## config.mk

```make
export PLATFORM = sky130hd
export DESIGN_NAME = dma_event_sync_capture
export DESIGN_NICKNAME = d
export VERILOG_FILES = /design/src/evsync_pkg.sv /design/src/dma_event_sync_capture.sv
export SDC_FILE = /design/constraint.sdc
export NUM_CORES = 1
export LEC_CHECK = 0
export BUFFER_PORTS_ARGS = -buffer_cell sky130_fd_sc_hd__buf_4
export CAP_MARGIN = 10
export CORE_MARGIN = 1
export CORE_UTILIZATION = 52
export DETAILED_ROUTE_END_ITERATION = 12
export PLACE_DENSITY_LB_ADDON = 0.12
export SYNTH_ARGS = -nofsm -noshare
export SYNTH_HDL_FRONTEND = slang
export SYNTH_SLANG_ARGS = --single-unit
export TNS_END_PERCENT = 10
```

## constraint.sdc

```tcl
create_clock -name ref_clk -period 14.4 [get_ports ref_clk]
set_clock_uncertainty 0.1 [all_clocks]
set_input_delay 2.16 -clock ref_clk [delete_from_list [all_inputs] [get_ports ref_clk]]
set_output_delay 2.16 -clock ref_clk [all_outputs]
set_load 0.05 [all_outputs]
```

## src/evsync_pkg.sv

```systemverilog
// Purpose: Constants for the DMA event synchronisation and capture block
// Assumes: 32-bit AHB-Lite register port, one word per register
// Notes:   Channel numbers give the fixed event wiring
package evsync_pkg;
  localparam int          NUM_CH      = 64;
  localparam int          PRIO_W      = 2;
  localparam int          ADDR_W      = 12;
  // Register byte offsets
  localparam logic [11:0] OFF_FLAG_LO = 12'h000;
  localparam logic [11:0] OFF_FLAG_HI = 12'h004;
  localparam logic [11:0] OFF_FCLR_LO = 12'h008;
  localparam logic [11:0] OFF_FCLR_HI = 12'h00C;
  localparam logic [11:0] OFF_EN_LO   = 12'h010;
  localparam logic [11:0] OFF_EN_HI   = 12'h014;
  localparam logic [11:0] OFF_IRQ_ST  = 12'h018;
  localparam logic [11:0] OFF_IRQ_EN  = 12'h01C;
  localparam logic [11:0] OFF_IRQ_CLR = 12'h020;
  localparam logic [11:0] OFF_PRAM    = 12'h100;
  localparam logic [11:0] PRAM_MASK   = 12'hF00;
  // Reset values
  localparam logic [31:0] RST_WORD    = 32'h0000_0000;
  localparam logic [1:0]  RST_PRIO    = 2'h0;
  // Interrupt status bit positions
  localparam int          IRQ_OVERRUN = 0;
  localparam int          IRQ_ISSUED  = 1;
  localparam int          IRQ_W       = 2;
  // Fixed channel wiring
  localparam int          CH_HOST     = 0;
  localparam int          CH_TIMER0   = 1;
  localparam int          CH_TIMER1   = 2;
  localparam int          CH_SDRAM    = 3;
  localparam int          CH_PIN4     = 4;
  localparam int          CH_GPIO0    = 8;
  localparam int          CH_SER0_TX  = 12;
  localparam int          CH_SER0_RX  = 13;
  localparam int          CH_SER1_TX  = 14;
  localparam int          CH_SER1_RX  = 15;
  localparam int          CH_TIMER2   = 19;
  localparam int          CH_GPIO8    = 48;
  // Channels that have a source at all
  localparam logic [63:0] WIRED_MASK  = 64'h00FF_0000_0008_FFFF;
endpackage : evsync_pkg

```

## src/dma_event_sync_capture.sv

```systemverilog
// Purpose: Latch DMA synchronisation events and issue prioritised requests
// Assumes: Event inputs synchronous to ref_clk; an event is a rising edge
// Notes:   Registers over AHB-Lite; reads take one wait state
`timescale 1ns/1ns
// Functional notes
// - Sixty-four independent event-triggered channels
// - Each channel in WIRED_MASK has one fixed event source; the rest are tied low
// - Flags set even when channel disabled
// - Per-channel priority from parameter RAM
// - SDRAM refresh tick drives channel three
// - Pin events four-seven drive channels four-seven
module dma_event_sync_capture #(
  parameter int NUM_CH = evsync_pkg::NUM_CH,
  parameter int PRIO_W = evsync_pkg::PRIO_W
) (
  input  wire logic              ref_clk,
  input  wire logic              resetn,
  input  wire logic              hsel,
  input  wire logic [31:0]       haddr,
  input  wire logic [1:0]        htrans,
  input  wire logic              hwrite,
  input  wire logic [2:0]        hsize,
  input  wire logic [31:0]       hwdata,
  input  wire logic              hready,
  output logic                   hreadyout,
  output logic                   hresp,
  output logic [31:0]            hrdata,
  input  wire logic              host_core_event,
  input  wire logic              timer_zero_event,
  input  wire logic              timer_one_event,
  input  wire logic              timer_two_event,
  input  wire logic              sdram_refresh_tick,
  input  wire logic              pin_event_four,
  input  wire logic              pin_event_five,
  input  wire logic              pin_event_six,
  input  wire logic              pin_event_seven,
  input  wire logic [3:0]        gpio_event_low,
  input  wire logic [7:0]        gpio_event_high,
  input  wire logic              serial0_tx_event,
  input  wire logic              serial0_rx_event,
  input  wire logic              serial1_tx_event,
  input  wire logic              serial1_rx_event,
  output logic                   req_valid,
  output logic [5:0]             req_chan,
  output logic [PRIO_W-1:0]      req_prio,
  input  wire logic              req_ready,
  output logic                   irq
);
  localparam int IRQ_W_L = evsync_pkg::IRQ_W;

  logic                   rst_s1_q;
  logic                   rst_n;
  logic [NUM_CH-1:0]      ev_vec;
  logic [NUM_CH-1:0]      ev_prev_q;
  logic [NUM_CH-1:0]      ev_rise;
  logic [NUM_CH-1:0]      flag_q;
  logic [NUM_CH-1:0]      flag_d;
  logic [NUM_CH-1:0]      enable_q;
  logic [NUM_CH-1:0]      sw_clr;
  logic [NUM_CH-1:0]      launch_clr;
  logic [NUM_CH-1:0]      pend;
  logic [PRIO_W-1:0]      prio_ram [NUM_CH];
  logic [IRQ_W_L-1:0]     irq_st_q;
  logic [IRQ_W_L-1:0]     irq_en_q;
  logic [IRQ_W_L-1:0]     irq_clr;
  logic [IRQ_W_L-1:0]     irq_set;
  logic                   best_found;
  logic [5:0]             best_chan;
  logic [PRIO_W-1:0]      best_prio;
  logic                   launch;
  logic                   addr_ok;
  logic                   wr_pend_q;
  logic                   rd_pend_q;
  logic [11:0]            dp_addr_q;
  logic [31:0]            rd_word;
  logic                   wr_now;

  // Reset release through two flops
  always_ff @(posedge ref_clk or negedge resetn) begin
    if (!resetn) begin
      rst_s1_q <= 1'b0;
      rst_n    <= 1'b0;
    end else begin
      rst_s1_q <= 1'b1;
      rst_n    <= rst_s1_q;
    end
  end

  // Fixed source wiring; unlisted channels stay tied low
  always_comb begin
    ev_vec                           = '0;
    ev_vec[evsync_pkg::CH_HOST]      = host_core_event;
    ev_vec[evsync_pkg::CH_TIMER0]    = timer_zero_event;
    ev_vec[evsync_pkg::CH_TIMER1]    = timer_one_event;
    ev_vec[evsync_pkg::CH_SDRAM]     = sdram_refresh_tick;
    ev_vec[evsync_pkg::CH_PIN4]      = pin_event_four;
    ev_vec[evsync_pkg::CH_PIN4+1]    = pin_event_five;
    ev_vec[evsync_pkg::CH_PIN4+2]    = pin_event_six;
    ev_vec[evsync_pkg::CH_PIN4+3]    = pin_event_seven;
    ev_vec[evsync_pkg::CH_GPIO0+:4]  = gpio_event_low;
    ev_vec[evsync_pkg::CH_SER0_TX]   = serial0_tx_event;
    ev_vec[evsync_pkg::CH_SER0_RX]   = serial0_rx_event;
    ev_vec[evsync_pkg::CH_SER1_TX]   = serial1_tx_event;
    ev_vec[evsync_pkg::CH_SER1_RX]   = serial1_rx_event;
    ev_vec[evsync_pkg::CH_TIMER2]    = timer_two_event;
    ev_vec[evsync_pkg::CH_GPIO8+:8]  = gpio_event_high;
  end

  // Level sources would refire every cycle, so only edges count
  always_ff @(posedge ref_clk or negedge rst_n) begin
    if (!rst_n) ev_prev_q <= '0;
    else        ev_prev_q <= ev_vec;
  end
  assign ev_rise = ev_vec & ~ev_prev_q & evsync_pkg::WIRED_MASK;

  // AHB decode
  assign addr_ok = hsel && htrans[1] && hready;
  assign wr_now  = wr_pend_q;

  always_ff @(posedge ref_clk or negedge rst_n) begin
    if (!rst_n) begin
      wr_pend_q <= 1'b0;
      rd_pend_q <= 1'b0;
      dp_addr_q <= '0;
    end else begin
      wr_pend_q <= addr_ok && hwrite;
      rd_pend_q <= addr_ok && !hwrite;
      if (addr_ok) dp_addr_q <= haddr[11:0];
    end
  end

  // Reads stall one cycle so a preceding write is already visible
  always_ff @(posedge ref_clk or negedge rst_n) begin
    if (!rst_n) begin
      hreadyout <= 1'b1;
      hresp     <= 1'b0;
      hrdata    <= evsync_pkg::RST_WORD;
    end else begin
      hreadyout <= !(addr_ok && !hwrite);
      hresp     <= 1'b0;
      if (rd_pend_q) hrdata <= rd_word;
    end
  end

  always_comb begin
    rd_word = evsync_pkg::RST_WORD;
    if ((dp_addr_q & evsync_pkg::PRAM_MASK) == evsync_pkg::OFF_PRAM) begin
      rd_word[PRIO_W-1:0] = prio_ram[dp_addr_q[7:2]];
    end else begin
      case (dp_addr_q)
        evsync_pkg::OFF_FLAG_LO: rd_word = flag_q[31:0];
        evsync_pkg::OFF_FLAG_HI: rd_word = flag_q[63:32];
        evsync_pkg::OFF_EN_LO:   rd_word = enable_q[31:0];
        evsync_pkg::OFF_EN_HI:   rd_word = enable_q[63:32];
        evsync_pkg::OFF_IRQ_ST:  rd_word[IRQ_W_L-1:0] = irq_st_q;
        evsync_pkg::OFF_IRQ_EN:  rd_word[IRQ_W_L-1:0] = irq_en_q;
        default:                 rd_word = evsync_pkg::RST_WORD;
      endcase
    end
  end

  // Write-one-to-clear strobes
  always_comb begin
    sw_clr  = '0;
    irq_clr = '0;
    if (wr_now && dp_addr_q == evsync_pkg::OFF_FCLR_LO) sw_clr[31:0]  = hwdata;
    if (wr_now && dp_addr_q == evsync_pkg::OFF_FCLR_HI) sw_clr[63:32] = hwdata;
    if (wr_now && dp_addr_q == evsync_pkg::OFF_IRQ_CLR) begin
      irq_clr = hwdata[IRQ_W_L-1:0];
    end
  end

  always_ff @(posedge ref_clk or negedge rst_n) begin
    if (!rst_n) begin
      enable_q <= '0;
      irq_en_q <= '0;
    end else if (wr_now) begin
      if (dp_addr_q == evsync_pkg::OFF_EN_LO) enable_q[31:0]  <= hwdata;
      if (dp_addr_q == evsync_pkg::OFF_EN_HI) enable_q[63:32] <= hwdata;
      if (dp_addr_q == evsync_pkg::OFF_IRQ_EN) irq_en_q <= hwdata[IRQ_W_L-1:0];
    end
  end

  // Parameter RAM holds the priority field of each channel
  always_ff @(posedge ref_clk or negedge rst_n) begin
    if (!rst_n) begin
      for (int i = 0; i < NUM_CH; i++) prio_ram[i] <= evsync_pkg::RST_PRIO;
    end else if (wr_now &&
                 (dp_addr_q & evsync_pkg::PRAM_MASK) == evsync_pkg::OFF_PRAM) begin
      prio_ram[dp_addr_q[7:2]] <= hwdata[PRIO_W-1:0];
    end
  end

  // Flags catch every edge regardless of enable; a set beats any clear
  assign flag_d = (flag_q & ~sw_clr & ~launch_clr) | ev_rise;
  always_ff @(posedge ref_clk or negedge rst_n) begin
    if (!rst_n) flag_q <= '0;
    else        flag_q <= flag_d;
  end

  // Lowest priority code wins, lower channel breaks ties
  assign pend = flag_q & enable_q;
  always_comb begin
    best_found = 1'b0;
    best_chan  = '0;
    best_prio  = '0;
    for (int i = NUM_CH - 1; i >= 0; i--) begin
      if (pend[i] && (!best_found || prio_ram[i] <= best_prio)) begin
        best_found = 1'b1;
        best_chan  = 6'(i);
        best_prio  = prio_ram[i];
      end
    end
  end

  assign launch = best_found && (!req_valid || req_ready);
  always_comb begin
    launch_clr = '0;
    if (launch) launch_clr[best_chan] = 1'b1;
  end

  always_ff @(posedge ref_clk or negedge rst_n) begin
    if (!rst_n) begin
      req_valid <= 1'b0;
      req_chan  <= '0;
      req_prio  <= '0;
    end else if (launch) begin
      req_valid <= 1'b1;
      req_chan  <= best_chan;
      req_prio  <= best_prio;
    end else if (req_ready) begin
      req_valid <= 1'b0;
    end
  end

  // Interrupt status: overrun when an edge hits a pending flag
  always_comb begin
    irq_set                       = '0;
    irq_set[evsync_pkg::IRQ_OVERRUN] = |(ev_rise & flag_q);
    irq_set[evsync_pkg::IRQ_ISSUED]  = req_valid && req_ready;
  end

  always_ff @(posedge ref_clk or negedge rst_n) begin
    if (!rst_n) begin
      irq_st_q <= '0;
      irq <= 1'b0;
    end else begin
      irq_st_q <= (irq_st_q & ~irq_clr) | irq_set;
      irq      <= |(((irq_st_q & ~irq_clr) | irq_set) & irq_en_q);
    end
  end

  // Checks
  chk_no_unwired: assert property (@(posedge ref_clk) disable iff (!rst_n)
    (flag_q & ~evsync_pkg::WIRED_MASK) == '0)
    else $error("flag set on channel with no source");
  chk_flag_no_enable: assert property (@(posedge ref_clk) disable iff (!rst_n)
    $rose(timer_zero_event) |=> flag_q[evsync_pkg::CH_TIMER0])
    else $error("timer zero edge not latched");
  chk_sdram_ch3: assert property (@(posedge ref_clk) disable iff (!rst_n)
    $rose(sdram_refresh_tick) |=> flag_q[3])
    else $error("refresh tick not on channel three");
  chk_pin4_ch4: assert property (@(posedge ref_clk) disable iff (!rst_n)
    $rose(pin_event_four) |=> flag_q[4])
    else $error("pin event four not on channel four");
  chk_pin7_ch7: assert property (@(posedge ref_clk) disable iff (!rst_n)
    $rose(pin_event_seven) |=> flag_q[7])
    else $error("pin event seven not on channel seven");
  chk_ser0rx_ch13: assert property (@(posedge ref_clk) disable iff (!rst_n)
    $rose(serial0_rx_event) |=> flag_q[13])
    else $error("serial0 receive not on channel thirteen");
  chk_prio_match: assert property (@(posedge ref_clk) disable iff (!rst_n)
    launch |=> req_prio == $past(prio_ram[best_chan]))
    else $error("request priority differs from parameter RAM");
  chk_req_hold: assert property (@(posedge ref_clk) disable iff (!rst_n)
    req_valid && !req_ready |=> req_valid && $stable(req_chan))
    else $error("request dropped before acceptance");
  chk_issue_clears: assert property (@(posedge ref_clk) disable iff (!rst_n)
    launch && !ev_rise[best_chan] |=> !flag_q[$past(best_chan)])
    else $error("issued flag not cleared");
  cov_launch:  cover property (@(posedge ref_clk) disable iff (!rst_n) launch);
  cov_overrun: cover property (@(posedge ref_clk) disable iff (!rst_n)
    irq_set[evsync_pkg::IRQ_OVERRUN]);
  cov_stall:   cover property (@(posedge ref_clk) disable iff (!rst_n)
    req_valid && !req_ready ##1 req_valid && req_ready);
endmodule : dma_event_sync_capture

```

==> results.sh <==
export IMPL_ys_warn_count=0
export IMPL_dp_slack_ns=-58.36
export IMPL_synth_adder_area_share_pct=6.91
export IMPL_drive_above_1_share_pct=50.7
export IMPL_syn_area_per_cell_sq_um=9.18
export IMPL_area_delta_synth_final_pct=53.0
export IMPL_dp_hpwl_um=72300
export IMPL_io_pins=144
export IMPL_numPortBuffers=118
export IMPL_hold_viol=0
export IMPL_grt_pass1_wl_um=144000
export IMPL_rsz0062_at_grt="true"
export IMPL_drc_errors=0
export IMPL_violations="setup timing"
export IMPL_min_period_ns=72.95
export IMPL_place_area_sq_um=30300
export IMPL_ir_drop_mv=0.242
export IMPL_clock_sinks=344
export IMPL_syn_num_nets=2709
export IMPL_core_sq_um=43200
export IMPL_worstPathMaxFanout=6
export IMPL_cp_arrival_ns=73.34
export IMPL_synth_xor_area_share_pct=0
export IMPL_fin_nets=3627
export IMPL_synth_edff_count=0
export IMPL_slowest_delay_ns=0.45
export IMPL_rows=76
export IMPL_syn_area_sq_um=22800
export IMPL_ant_nets=0
export IMPL_yosys_area_share_simple_pct=17.4
export IMPL_gp_congestion=1.05
export IMPL_htree_num_levels=2
export IMPL_drv_cap=0
export IMPL_outcome="finished with violations"
export IMPL_drv_slew=0
export IMPL_cpMaxStageDelayCell="dfrtp_2"
export IMPL_cpMostUsedCell="a21oi_2"
export IMPL_synth_area_mux_share_pct=13.8
export IMPL_grt_pass1_vias=24400
export IMPL_setup_violations=72
export IMPL_final_area_sq_um=34900
export IMPL_max_slew_margin_rel_pct=17.2
export IMPL_initial_utilization_pct=52.8
export IMPL_syn_inst=2483
export IMPL_yosysSeqAreaShare_pct=37.8
export IMPL_synth_compound_area_share_pct=19.5
export IMPL_grt_total_usage_pct=43.2
export IMPL_antenna_found_initial=6
export IMPL_crit_required_ns=14.79
export IMPL_grt_max_degree=157
export IMPL_p_leak_nw=15.8
export IMPL_ctsLongestPathBuffers=3
export IMPL_ys_seq_elements=344
export IMPL_synth_flop_cell="dfrtp_1"
export IMPL_cts_tree="yes"
export IMPL_fin_crit_sh_pct=507
export IMPL_critical_path_buf_inv_count=33
export IMPL_gr_total_overflow=0
export IMPL_synth_cell_type_count=95
export IMPL_fmax_mhz=13.7
export IMPL_routedWlPerCell_um=25.8
export IMPL_ys_async_sr_fraction_pct=100
export IMPL_num_vias=25600
export IMPL_critPathTopFamily="compound AO/OA/AOI/OAI gates"
export IMPL_die_area_sq_um=44700
export IMPL_fin_ws_ns=-58.55
export IMPL_critPathKind="reg -> reg"
export IMPL_start_kind="flip-flop"
export IMPL_cts_buffers=39
export IMPL_cts_root_buf="clkbuf_16"
export IMPL_dr_pass1_iters=7
export IMPL_mostFrequentLayoutCell="buf_4"
export IMPL_clock_latency_ns=0.61
export IMPL_die_y_um=211
export IMPL_fp_dieW_um=211
export IMPL_tightest_slew_ns=1.24
export IMPL_layout_common_cells="buf_4, nand2_1, dfrtp_1"
export IMPL_routed_wirelength_um=104000
export IMPL_drt_iter0_drc=3011
export IMPL_end_kind="flip-flop"
export IMPL_p_per_area_nw_per_um2=174
export IMPL_synth_top_family_by_area="compound AO/OA/AOI/OAI gates"
export IMPL_viasPerCell=6.37
export IMPL_holdCritPathClass="reg -> async"
export IMPL_clk_pin_slew_ns=0.06
## cells by family after synthesis
kind of cell               count (synthesis)
and+or+nand+nor                          838
AOI/OAI and AO/OA                        658
DFF                                      344
buffers and inverters                    272
muxes                                    243
adders and majority gates                126
other                                      2
## cell usage after synthesis (all sizes together) (13+ instances only)
library cell  number  share of area [%]
a21oi            195                4.5
or2               22               0.60
a21o              19               0.63
a22o              35                1.3
a221oi            37                1.4
nor3              34               0.75
or3               18               0.49
inv              174                2.9
nand2            369                6.1
ha               126                6.9
o21a              19               0.63
and3              19               0.52
o21ai            125                2.8
and2              24               0.67
nand4             20               0.55
o211ai            16               0.55
mux4              38                3.8
nor2             165                2.8
a31oi             28               0.77
clkbuf            69                1.1
nor2b             58                1.6
nand2b            15               0.41
mux2i             22               0.97
buf               29               0.65
o22ai             37                1.0
a22oi             13               0.45
nand3             41               0.95
mux2             183                9.0
dfrtp            343                 38
## layout make-up
type,instances,area (sq um)
repair buffers,975,7570
fillers,2688,8270
clock buffers,56,1090
clock inverters,13,176
well taps,585,732
inverters,174,661
diodes,3,7.51
flip-flops and latches,344,8620
multi-input cells,1867,16000
## per-layer routing
| layer | vias up | wire (um) | track usage [%] | share of wire [%] |
|---|---|---|---|---|
| met5 | - | 14 | 0 | 0.013 |
| met4 | 2 | 8030 | 24.6 | 7.7 |
| met3 | 554 | 10900 | 10.0 | 11 |
| met2 | 1643 | 47200 | 69.7 | 45 |
| met1 | 12500 | 37600 | 53.2 | 36 |
| li1 | 10900 | - | - | - |
## worst reg2reg max path: cells and delay by family, from the launching register on
kind            cells  cell delay [ns]
buf+inv            33             3.56
simple gates      107            15.30
flops               1             0.45
compound gates    199            31.23
fa+ha+maj          63            16.43
mux                19             5.76
## report_power, final
group / total [W] / internal [W] / leakage [nW] / switching (W)
registers: 0.00109 / 0.00102 / 4.04 / 0.0000693
logic: 0.00395 / 0.00183 / 11.2 / 0.00212
clock network: 0.00102 / 0.000570 / 0.618 / 0.000447
## through the flow
stage	hold WS (ns)	total power [W]	TNS [ns]	std cells	util, %
after global placement	0.238	0.00403	-4016.90	3776	70.2
final	0.244	0.00606	-4185.24	4017	80.8
after detailed placement	0.245	0.00410	-4173.13	3776	70.2
after floorplan	0.231	0.00265	-3876.35	2483	-
after CTS	0.251	0.00538	-4049.32	3932	75.7
after global routing	0.259	0.00624	-4391.57	4014	80.8
## sequential cells by signal, summed over array words and instances (netlist names)
register   cells
dp_addr_q     12
enable_q      64
ev_prev_q     25
flag_q        64
hrdata        32
hreadyout      1
irq            1
irq_en_q       2
irq_st_q       2
prio_ram     128
rd_pend_q      1
req_chan       6
req_prio       2
req_valid      1
rst_n          1
rst_s1_q       1
wr_now         1
## path summary, 6_finish.rpt
check,start,end,slack (ns),cells after the start
setup / recovery,enable_q[63],flag_q[49],-58.55,421
hold / removal,rst_n,ev_prev_q[53],0.24,0
setup reg to reg,enable_q[63],flag_q[49],-58.55,421
hold reg to reg,rst_n,ev_prev_q[53],0.24,0
max in group asynchronous,rst_n,enable_q[63],12.37,1
min in group ref_clk,rst_s1_q,rst_n,0.26,0
## repair_timing
item | CTS | global route
pin swaps | 114 | 332
resized for setup | 105 | 324
hold endpoints to repair | 0 | 0
setup buffers | 87 | 86
hold buffers | 0 | 0
setup endpoints to repair | 72 | 72
No activity file was read; power rests on OpenSTA's default activity.
